File: config.mk
export PLATFORM = sky130hd
export DESIGN_NAME = orc_classifier
export DESIGN_NICKNAME = d
export VERILOG_FILES = /design/src/hdl/orc_pkg.sv /design/src/hdl/orc_mag_if.sv /design/src/hdl/orc_axis_mag.sv /design/src/hdl/orc_classifier.sv
export SDC_FILE = /design/constraint.sdc
export NUM_CORES = 1
export LEC_CHECK = 0
export ABC_AREA = 1
export BUFFER_PORTS_ARGS = -buffer_cell sky130_fd_sc_hd__buf_4
export CAP_MARGIN = 20
export CORE_AREA = 2 2 198 142
export CTS_CLUSTER_SIZE = 24
export DETAILED_ROUTE_END_ITERATION = 12
export DIE_AREA = 0 0 200 144
export SYNTH_ARGS = -nofsm -noshare
export SYNTH_HDL_FRONTEND = slang
export SYNTH_HIERARCHICAL = 1
export SYNTH_SLANG_ARGS = --single-unit
export TNS_END_PERCENT = 20
File: constraint.sdc
create_clock -name core_clk -period 5.25 [get_ports core_clk]
set_clock_uncertainty 0.15 [all_clocks]
set_input_delay 0.525 -clock core_clk [delete_from_list [all_inputs] [get_ports core_clk]]
set_output_delay 0.525 -clock core_clk [all_outputs]
set_load 0.005 [all_outputs]
File: src/hdl/orc_pkg.sv
// Purpose: Shared constants and types for the orientation classifier
// Assumes: 14-bit signed samples at 4096 counts per g
// Notes:   Threshold steps are about 2.9 mg (Z, X/Y) and 1.46 mg (front/back) per bit
package orc_pkg;

	// ----------------------------------------------------------------
	// Widths
	// ----------------------------------------------------------------
	localparam int SAMPLE_W = 14;
	localparam int MAG_W    = 14;
	localparam int LIM_W    = 16;
	localparam int TH_W     = 8;
	localparam int AXES     = 3;
	localparam int AX_X     = 0;
	localparam int AX_Y     = 1;
	localparam int AX_Z     = 2;

	// ----------------------------------------------------------------
	// Levels in counts
	// ----------------------------------------------------------------
	localparam logic [LIM_W-1:0] COUNTS_PER_G = 16'h1000;
	localparam logic [LIM_W-1:0] ZLIM_DEFAULT = 16'h0ccd;
	localparam logic [LIM_W-1:0] ZLIM_STEP    = 16'h000c;
	localparam logic [LIM_W-1:0] XY_STEP      = 16'h000c;
	localparam logic [LIM_W-1:0] FB_BASE      = 16'h02c9;
	localparam logic [LIM_W-1:0] FB_STEP      = 16'h0006;

	// ----------------------------------------------------------------
	// Result codes and reset values
	// ----------------------------------------------------------------
	typedef enum logic [2:0] {
		ORC_PL_UNKNOWN = 3'h0,
		ORC_PL_LEFT    = 3'h1,
		ORC_PL_RIGHT   = 3'h2,
		ORC_PL_DOWN    = 3'h5,
		ORC_PL_UP      = 3'h6
	} orc_pl_t;

	typedef enum logic [1:0] {
		ORC_FB_UNKNOWN  = 2'h0,
		ORC_FB_FRONT    = 2'h1,
		ORC_FB_BACK     = 2'h2,
		ORC_FB_RESERVED = 2'h3
	} orc_fb_t;

	localparam orc_pl_t    PL_RESET   = ORC_PL_UNKNOWN;
	localparam orc_fb_t    FB_RESET   = ORC_FB_UNKNOWN;
	localparam logic [5:0] DIR_RESET  = 6'h00;
	localparam logic       FLAG_RESET = 1'b0;

endpackage

File: src/hdl/orc_mag_if.sv
// Purpose: Carries per-axis magnitude and sign between pipeline stages
// Assumes: Single clock domain
// Notes:   Index 0 is X, 1 is Y, 2 is Z
`timescale 1ns/100ps
interface orc_mag_if;
	import orc_pkg::*;
	logic                            valid;
	logic [AXES-1:0][MAG_W-1:0]      mag;
	logic [AXES-1:0]                 neg;
	modport src (output valid, output mag, output neg);
	modport dst (input valid, input mag, input neg);
endinterface

File: src/hdl/orc_axis_mag.sv
// Purpose: Registers magnitude and sign of each axis sample
// Assumes: Samples come from logic on core_clk
// Notes:   Full-scale negative maps to its true magnitude
`timescale 1ns/100ps
module orc_axis_mag (
	input  wire logic                         core_clk,
	input  wire logic                         rst_n,
	input  wire logic                         sample_valid,
	input  wire logic signed [orc_pkg::SAMPLE_W-1:0] x_sample,
	input  wire logic signed [orc_pkg::SAMPLE_W-1:0] y_sample,
	input  wire logic signed [orc_pkg::SAMPLE_W-1:0] z_sample,
	orc_mag_if.src                            mag_o
);
	import orc_pkg::*;

	// ----------------------------------------------------------------
	// Magnitude function
	// ----------------------------------------------------------------
	function automatic logic [MAG_W-1:0] orc_abs(input logic signed [SAMPLE_W-1:0] v);
		logic [SAMPLE_W-1:0] inv;
		inv = ~v;
		if (v[SAMPLE_W-1]) begin
			return MAG_W'(inv + 1'b1);
		end
		return MAG_W'(v);
	endfunction

	logic [AXES-1:0][SAMPLE_W-1:0] samp;
	logic [AXES-1:0][MAG_W-1:0]    mag_r;
	logic [AXES-1:0][MAG_W-1:0]    mag_nxt;
	logic [AXES-1:0]               neg_r;
	logic [AXES-1:0]               neg_nxt;
	logic                          valid_r;
	logic                          valid_nxt;

	assign samp[AX_X] = x_sample;
	assign samp[AX_Y] = y_sample;
	assign samp[AX_Z] = z_sample;

	// ----------------------------------------------------------------
	// Per-axis capture
	// ----------------------------------------------------------------
	for (genvar a = 0; a < AXES; a++) begin : g_axis
		always_comb begin
			mag_nxt[a] = mag_r[a];
			neg_nxt[a] = neg_r[a];
			if (sample_valid) begin
				mag_nxt[a] = orc_abs(samp[a]);
				neg_nxt[a] = samp[a][SAMPLE_W-1];
			end
		end
		always_ff @(posedge core_clk) begin
			if (!rst_n) begin
				mag_r[a] <= '0;
				neg_r[a] <= 1'b0;
			end else begin
				mag_r[a] <= mag_nxt[a];
				neg_r[a] <= neg_nxt[a];
			end
		end
	end

	always_comb begin
		valid_nxt = sample_valid;
	end

	always_ff @(posedge core_clk) begin
		if (!rst_n) begin
			valid_r <= FLAG_RESET;
		end else begin
			valid_r <= valid_nxt;
		end
	end

	assign mag_o.valid = valid_r;
	assign mag_o.mag   = mag_r;
	assign mag_o.neg   = neg_r;

endmodule

File: src/hdl/orc_classifier.sv
// Purpose: Orientation classifier for a three-axis acceleration sensor
// Assumes: One sample_valid pulse per sampling period, thresholds static around it
// Notes:   Result appears two cycles after sample_valid
//
// Operation
// - Classify orientation every sample into status bits
// - Portrait/landscape from left, right, up, down
// - Default 45 degrees, Z magnitude below 0.8g
// - X/Y limits add offset, widen deadband
// - 0x00 gives 45 degrees, 0xFF about 15
// - Portrait and front/back offsets host programmable
// - Deadband reports portrait/landscape unknown
// - Z limits signed, 0x00 is 0.8g
// - Up/down from Z, X magnitude, X sign
// - Right/left from Z, Y magnitude, Y sign
// - Three-bit code, one direction at once
// - Front above threshold, back below its negative
// - Two-bit front/back code, 11 reserved
// - Fields refreshed each sample, never latched
`timescale 1ns/100ps
module orc_classifier (
	input  wire logic                                core_clk,
	input  wire logic                                rst_n,
	input  wire logic                                sample_valid,
	input  wire logic signed [orc_pkg::SAMPLE_W-1:0] x_sample,
	input  wire logic signed [orc_pkg::SAMPLE_W-1:0] y_sample,
	input  wire logic signed [orc_pkg::SAMPLE_W-1:0] z_sample,
	input  wire logic        [orc_pkg::TH_W-1:0]     updown_x_limit,
	input  wire logic        [orc_pkg::TH_W-1:0]     rightleft_y_limit,
	input  wire logic        [orc_pkg::TH_W-1:0]     updown_z_limit,
	input  wire logic        [orc_pkg::TH_W-1:0]     rightleft_z_limit,
	input  wire logic        [orc_pkg::TH_W-1:0]     frontback_z_limit,
	output logic             [2:0]                   portrait_landscape_code,
	output logic             [1:0]                   front_back_code,
	output logic                                     dir_up,
	output logic                                     dir_down,
	output logic                                     dir_left,
	output logic                                     dir_right,
	output logic                                     dir_front,
	output logic                                     dir_back,
	output logic                                     result_valid,
	output logic                                     pl_changed
);
	import orc_pkg::*;

	// ----------------------------------------------------------------
	// Threshold functions
	// ----------------------------------------------------------------
	function automatic logic [LIM_W-1:0] orc_zlimit(input logic [TH_W-1:0] off);
		logic signed [LIM_W-1:0] soff;
		logic signed [LIM_W-1:0] sum;
		soff = LIM_W'(signed'(off));
		sum  = signed'(ZLIM_DEFAULT) + LIM_W'(soff * signed'(ZLIM_STEP));
		return LIM_W'(sum);
	endfunction

	function automatic logic [LIM_W-1:0] orc_xylimit(input logic [MAG_W-1:0] other,
		input logic [TH_W-1:0] off);
		logic [LIM_W-1:0] uoff;
		uoff = LIM_W'(off);
		return LIM_W'(LIM_W'(other) + LIM_W'(uoff * XY_STEP));
	endfunction

	function automatic logic [LIM_W-1:0] orc_fblimit(input logic [TH_W-1:0] off);
		logic [LIM_W-1:0] uoff;
		uoff = LIM_W'(off);
		return LIM_W'(FB_BASE + LIM_W'(uoff * FB_STEP));
	endfunction

	function automatic logic orc_below(input logic [MAG_W-1:0] m, input logic [LIM_W-1:0] lim);
		return LIM_W'(m) < lim;
	endfunction

	function automatic logic orc_above(input logic [MAG_W-1:0] m, input logic [LIM_W-1:0] lim);
		return LIM_W'(m) > lim;
	endfunction

	// ----------------------------------------------------------------
	// Magnitude stage
	// ----------------------------------------------------------------
	orc_mag_if mag_bus ();

	orc_axis_mag u_mag (
		.core_clk     (core_clk),
		.rst_n        (rst_n),
		.sample_valid (sample_valid),
		.x_sample     (x_sample),
		.y_sample     (y_sample),
		.z_sample     (z_sample),
		.mag_o        (mag_bus.src)
	);

	// ----------------------------------------------------------------
	// Axis views
	// ----------------------------------------------------------------
	logic [MAG_W-1:0] mag_x;
	logic [MAG_W-1:0] mag_y;
	logic [MAG_W-1:0] mag_z;
	logic             neg_x;
	logic             neg_y;
	logic             neg_z;

	assign mag_x = mag_bus.mag[AX_X];
	assign mag_y = mag_bus.mag[AX_Y];
	assign mag_z = mag_bus.mag[AX_Z];
	assign neg_x = mag_bus.neg[AX_X];
	assign neg_y = mag_bus.neg[AX_Y];
	assign neg_z = mag_bus.neg[AX_Z];

	// ----------------------------------------------------------------
	// Limits
	// ----------------------------------------------------------------
	logic [LIM_W-1:0] ud_z_lim;
	logic [LIM_W-1:0] rl_z_lim;
	logic [LIM_W-1:0] ud_x_lim;
	logic [LIM_W-1:0] rl_y_lim;
	logic [LIM_W-1:0] fb_lim;

	always_comb begin
		ud_z_lim = orc_zlimit(updown_z_limit);
		rl_z_lim = orc_zlimit(rightleft_z_limit);
		ud_x_lim = orc_xylimit(mag_y, updown_x_limit);
		rl_y_lim = orc_xylimit(mag_x, rightleft_y_limit);
		fb_lim   = orc_fblimit(frontback_z_limit);
	end

	// ----------------------------------------------------------------
	// Direction evaluation
	// ----------------------------------------------------------------
	logic             is_up;
	logic             is_down;
	logic             is_left;
	logic             is_right;
	logic             is_front;
	logic             is_back;
	logic             ud_ok;
	logic             rl_ok;

	always_comb begin
		ud_ok    = orc_below(mag_z, ud_z_lim) && orc_above(mag_x, ud_x_lim);
		rl_ok    = orc_below(mag_z, rl_z_lim) && orc_above(mag_y, rl_y_lim);
		is_up    = ud_ok && neg_x;
		is_down  = ud_ok && !neg_x;
		is_right = rl_ok && neg_y;
		is_left  = rl_ok && !neg_y;
		is_front = orc_above(mag_z, fb_lim) && !neg_z;
		is_back  = orc_above(mag_z, fb_lim) && neg_z;
	end

	// ----------------------------------------------------------------
	// Code selection
	// ----------------------------------------------------------------
	orc_pl_t pl_sel;
	orc_fb_t fb_sel;

	always_comb begin
		case ({is_left, is_right, is_down, is_up})
			4'h8:    pl_sel = ORC_PL_LEFT;
			4'h4:    pl_sel = ORC_PL_RIGHT;
			4'h2:    pl_sel = ORC_PL_DOWN;
			4'h1:    pl_sel = ORC_PL_UP;
			default: pl_sel = ORC_PL_UNKNOWN;
		endcase
		case ({is_back, is_front})
			2'h1:    fb_sel = ORC_FB_FRONT;
			2'h2:    fb_sel = ORC_FB_BACK;
			default: fb_sel = ORC_FB_UNKNOWN;
		endcase
	end

	// ----------------------------------------------------------------
	// Result registers
	// ----------------------------------------------------------------
	orc_pl_t    pl_r;
	orc_pl_t    pl_nxt;
	orc_fb_t    fb_r;
	orc_fb_t    fb_nxt;
	logic [5:0] dir_r;
	logic [5:0] dir_nxt;
	logic       valid_r;
	logic       valid_nxt;
	logic       chg_r;
	logic       chg_nxt;

	always_comb begin
		pl_nxt    = pl_r;
		fb_nxt    = fb_r;
		dir_nxt   = dir_r;
		valid_nxt = mag_bus.valid;
		chg_nxt   = 1'b0;
		if (mag_bus.valid) begin
			pl_nxt  = pl_sel;
			fb_nxt  = fb_sel;
			dir_nxt = {is_back, is_front, is_right, is_left, is_down, is_up};
			chg_nxt = (pl_sel != pl_r);
		end
	end

	always_ff @(posedge core_clk) begin
		if (!rst_n) begin
			pl_r    <= PL_RESET;
			fb_r    <= FB_RESET;
			dir_r   <= DIR_RESET;
			valid_r <= FLAG_RESET;
			chg_r   <= FLAG_RESET;
		end else begin
			pl_r    <= pl_nxt;
			fb_r    <= fb_nxt;
			dir_r   <= dir_nxt;
			valid_r <= valid_nxt;
			chg_r   <= chg_nxt;
		end
	end

	// ----------------------------------------------------------------
	// Outputs
	// ----------------------------------------------------------------
	assign portrait_landscape_code = pl_r;
	assign front_back_code         = fb_r;
	assign dir_up                  = dir_r[0];
	assign dir_down                = dir_r[1];
	assign dir_left                = dir_r[2];
	assign dir_right               = dir_r[3];
	assign dir_front               = dir_r[4];
	assign dir_back                = dir_r[5];
	assign result_valid            = valid_r;
	assign pl_changed              = chg_r;

endmodule

==> reports/metrics.yaml, run 1 <==
crit_path_start_kind: "primary input"
ys_types: 44
maxSlewHeadroom_pct: 48.1
cp_top_family: "simple AND/OR/NAND/NOR gates"
utilization_pct: 34.5
cap_violations: 0
die_y_um: 144
peakVddDrop_v: 0.000134
ff_latch_area_um2: 1140
drtIter0Drc: 444
vias: 7446
area_growth_pct: 17.7
ys.flop_type: "dfxtp_1"
post-route-min-period_ns: 4.58
die-area_um2: 28800
timing.final.crit_share_pct: 87.3
rsz0062_at_grt: "no"
cts_sinks: 57
power_density_nw_per_um2: 251
crit_path_end_kind: "register"
netlist_instances: 1192
clk_path_buf_depth: 2
drive_gt1_share_pct: 15.0
ys_ff_latch: 57
fmax_mhz: 218
grt_pass1_wl_um: 34100
syn_avg_cell_area_um2: 6.67
fin_hold_ws_ns: 0.321
synth-edff-count: 0
num_rows: 51
vias_per_cell: 4.50
reg2reg_slack_ns: 1.40
cts_hold_buf: 0
core_area_um2: 27100
timing.rr.end: "pl_changed"
reg2reg_from: "u_mag/mag_o.mag[4]"
grt_usage_pct: 15.2
postCtsResizedCells: 0
critical_path_required_ns: 5.32
grt_overflow: 0
yosys_warnings: 6
place_hpwl_um: 18200
post_drt_wl_per_cell_um: 13.1
arrival_ns: 4.65
multi_input_area_um2: 5980
hold_viol: 0
critPathMaxFanout: 6
syn-num-nets: 1428
n_antenna_cell: 0
pre_cts_slack_ns: 0.386
crit_slowest_cell: "fa_1"
slew_viol_final: 0
clk_latency_ns: 0.33
final_nets: 1516
cts_buffers: 9
setup_viol: 0
cts_tree: "yes"
post_cts_buffers: 0
fillCellCount: 2909
whs_endpoint: "u_mag/mag_o.mag[1]"
yosysSeqAreaShare_pct: 14.4
antenna_found_initial: 0
io_pins: 98
clk_pin_slew_worst_paths_ns: 0.06
die_w_um: 200
status: "finished clean"
cts_root_buffer: "clkbuf_16"
htree_levels: 3
hold_class: "in -> reg"
cpMostUsedCell: "nand2_1"
rr_worst_depth: 25
mostFrequentLayoutCells: "276 x nand2_1, 166 x inv_1, 144 x ha_1"
tns_ns: 0
grt_pass1_vias: 6661
dr.pass1.iters: 5
p_leak_nw: 4.97
drc_errors: 0
ant_nets: 0
port_buffers: 97
min_from: "x_sample[1]"
start_util_pct: 29.3
whs_path_depth: 3
crit_buf_inv: 5
routabilityCongestion: 0.910
synth-async-reset-ratio_pct: 0
setup_ws_ns: 0.666
final_common_cell: "nand2_1"
netlist_area_um2: 7950
cp_slowest_stage_delay_ns: 0.40
worstSetupPathType: "in -> reg"
wl_um: 21700
worst_slew_pin_slew_ns: 0.778
grt_max_degree: 79
## logic make-up after synthesis
| logic type | Yosys count | synth area share [%] |
|---|---|---|
| AOI/OAI and AO/OA | 183 | 12.8 |
| DFF | 57 | 14.4 |
| buffers and inverters | 206 | 10.5 |
| xor gates and xnor gates | 80 | 8.82 |
| adders and majority gates | 151 | 24.4 |
| and+or+nand+nor | 515 | 29.2 |
## routing by layer
metal / vias to the layer above / track usage [%] / share of wire, %
met5: - / 0 / 0
li1: 4028 / - / -
met3: 6 / 3.24 / 5.8
met1: 3274 / 23.3 / 55
met2: 138 / 21.9 / 39
met4: 0 / 1.99 / 0.42
## registers in the layout, indices dropped and copies added (netlist names)
name	cells
u_mag/mag_o.valid	1
portrait_landscape_code	3
u_mag/mag_o.neg	3
result_valid	1
pl_changed	1
dir_r	5
u_mag/mag_o.mag	42
front_back_code	1
## tightest hold or removal path: stages
cell	delay, ns
buf_4	0.12
nand2_1	0.06
a21oi_1	0.05
## worst max path at each step
| stage | from | to | cells after the start |
|---|---|---|---|
| after global placement | updown_x_limit[1] | pl_changed | 30 |
| after global routing | rightleft_y_limit[0] | pl_changed | 30 |
| final | rightleft_y_limit[0] | pl_changed | 30 |
| after floorplan | rightleft_y_limit[0] | pl_changed | 29 |
| after detailed placement | rightleft_y_limit[0] | pl_changed | 30 |
| after CTS | rightleft_y_limit[0] | pl_changed | 30 |
## synthesized netlist by cell type, types with 11 or more instances
master	instances	share of area [%]
nor2_1	85	4.0
xnor2_1	23	2.5
dfxtp_1	57	14
o21ai_0	48	3.0
xor2_1	57	6.3
nand2_1	276	13
o21ai_1	17	1.1
inv_1	166	7.8
nand4_1	11	0.87
a21oi_1	89	5.6
nand2_2	25	2.0
inv_2	17	0.80
nor3_1	11	0.69
nand3_1	68	4.3
ha_1	144	23
## power breakdown
group / total (mW) / switching (mW) / internal (mW)
clock: 0.691 / 0.215 / 0.476
combinational: 1.16 / 0.694 / 0.466
sequential: 0.500 / 0.0363 / 0.464
total: 2.35 / 0.946 / 1.41
## per-stage QoR
| stage | power (mW) | cells | instance area, um^2 |
|---|---|---|---|
| floorplan | 1.36 | 1192 | 7950 |
| global placement | 1.64 | 1640 | 9010 |
| detailed placement | 1.66 | 1640 | 9010 |
| CTS | 2.38 | 1656 | 9350 |
| global route | 2.57 | 1656 | 9350 |
| finish | 2.35 | 1656 | 9350 |
## final cells by class
| type | count | share of cell area [%] |
|---|---|---|
| clock buffers | 11 | 2.60 |
| clock inverters | 5 | 1.10 |
| inverters | 186 | 7.46 |
| multi-input cells | 929 | 63.9 |
| flip-flops and latches | 57 | 12.2 |
| well taps | 371 | 4.96 |
| repair buffers | 97 | 7.79 |
Power figures use the tool's default switching activity.
==> run 2: changes to the inputs <==
--- a/config.mk
+++ b/config.mk
@@ -8,10 +8,11 @@
 export ABC_AREA = 1
 export BUFFER_PORTS_ARGS = -buffer_cell sky130_fd_sc_hd__buf_4
 export CAP_MARGIN = 20
-export CORE_AREA = 2 2 198 142
+export CORE_AREA = 2 2 166 119
+export CTS_CLUSTER_DIAMETER = 200
 export CTS_CLUSTER_SIZE = 24
 export DETAILED_ROUTE_END_ITERATION = 12
-export DIE_AREA = 0 0 200 144
+export DIE_AREA = 0 0 168 121
 export SYNTH_ARGS = -nofsm -noshare
 export SYNTH_HDL_FRONTEND = slang
 export SYNTH_HIERARCHICAL = 1
==> reports/metrics.yaml, run 2 (synthesis results as in run 1) <==
min_from: "dir_r[3]"
clk_pin_slew_worst_paths_ns: 0.05
die_w_um: 168
io_pins: 98
pre_cts_slack_ns: 0.477
intPower_mw: 1.37
cts_sinks: 57
crit_path_end_kind: "register"
wl_um: 19500
num_rows: 42
crit_slowest_cell: "a21boi_0"
tns_ns: 0
slew_viol_final: 0
routabilityCongestion: 0.858
die_y_um: 121
largest_register_ffs: 42
critPathMaxFanout: 6
start_util_pct: 42.6
grt_usage_pct: 19.5
clkPwrFrac_pct: 28.1
cts_hold_buf: 0
vias_per_cell: 4.86
status: "finished clean"
crit_path_start_kind: "primary input"
grt_max_degree: 79
rsz0062_at_grt: "no"
final_nets: 1516
setup_viol: 0
n_antenna_cell: 0
cp_top_family: "compound AO/OA/AOI/OAI gates"
crit_path_start: "rightleft_y_limit[2]"
worst_slew_pin_slew_ns: 0.747
maxSlewHeadroom_pct: 50.2
reg2reg_from: "u_mag/mag_o.mag[4]"
postCtsResizedCells: 0
switchingPower_uw: 920
cap_violations: 0
grt_pass1_vias: 6568
fin_area_um2: 9180
arrival_ns: 4.53
drtIter0Drc: 455
cts_buffers: 9
drc_errors: 0
htree_levels: 3
switching_share_pct: 40.3
crit_buf_inv: 5
area_growth_pct: 15.5
grt_pass1_wl_um: 32100
vias: 7415
p_comb_share_pct: 49.8
setup_ws_ns: 0.782
cts_tree: "yes"
worstSetupPathType: "in -> reg"
ant_nets: 0
cp_slowest_stage_delay_ns: 0.35
place_hpwl_um: 16400
power_mw: 2.29
post-route-min-period_ns: 4.47
clk_path_buf_depth: 2
dr.pass1.iters: 5
fillCellCount: 1907
critical_path_required_ns: 5.31
p_seq_share_pct: 22.1
cts_root_buffer: "clkbuf_16"
post_drt_wl_per_cell_um: 12.8
cpMostUsedCell: "nand2_1"
port_buffers: 97
hold_viol: 0
hold_class: "reg -> reg"
drive_gt1_share_pct: 15.1
placed_area_um2: 8850
clk_latency_ns: 0.32
post_cts_buffers: 0
power_density_nw_per_um2: 249
die-area_um2: 20300
timing.final.crit_share_pct: 85.1
p_leak_nw: 4.97
final_common_cell: "nand2_1"
fmax_mhz: 224
core_area_um2: 18700
peakVddDrop_v: 0.000170
antenna_found_initial: 0
grt_overflow: 0
mostFrequentLayoutCells: "276 x nand2_1, 166 x inv_1, 144 x ha_1"
==> run 2: cell types whose count changed in the layout (fill, tap and decap cells not counted), sizes merged <==
cell / delta
clkinv: +1
bufinv: -1
==> run 2: layout make-up <==
cell class | instances | area, um^2 | share of cell area (%)
Clock buffer | 11 | 253 | 2.75
Timing Repair Buffer | 97 | 728 | 7.94
Inverter | 186 | 698 | 7.61
Sequential cell | 57 | 1140 | 12.4
Multi-Input combinational cell | 929 | 5980 | 65.1
Clock inverter | 5 | 77.6 | 0.845
Tap cell | 242 | 303 | 3.30
==> run 2: tightest hold or removal path, delay by kind of cell, from the launching register on <==
family           cells  cell delay [ns]
flip-flops           1             0.31
AND/OR/NAND/NOR      2             0.12
==> run 2: worst paths after layout <==
kind              slack, ns  cells after the start          to
setup / recovery       0.78                     30  pl_changed
hold / removal         0.32                      2    dir_r[3]
setup reg to reg       1.47                     25  pl_changed
hold reg to reg        0.32                      2    dir_r[3]
==> run 2: power groups by stage <==
stage,sequential (mW),combinational (mW),clock (mW)
finish,0.506,1.14,0.643
global route,0.510,1.32,0.676
CTS,0.505,1.14,0.660
detailed placement,0.514,1.13,0
global placement,0.515,1.12,0
floorplan,0.494,0.868,0
==> run 2: per-layer routing <==
| metal | track usage (%) | share of wire, % | up-vias | wire length, um |
|---|---|---|---|---|
| met5 | 0 | 0 | - | 0 |
| met3 | 2.97 | 5.2 | 6 | 1010 |
| li1 | - | - | 4038 | - |
| met1 | 31.9 | 58 | 3211 | 11300 |
| met2 | 26.8 | 37 | 160 | 7150 |
| met4 | 2.28 | 0.30 | 0 | 58 |
==> run 2: stage by stage <==
step / hold WS (ns) / std cells / utilization (%)
detailed placement: 0.325 / 1511 / 47.4
CTS: 0.324 / 1527 / 49.2
global route: 0.331 / 1527 / 49.2
floorplan: 0.291 / 1192 / -
global placement: 0.315 / 1511 / 47.4
finish: 0.325 / 1527 / 49.2
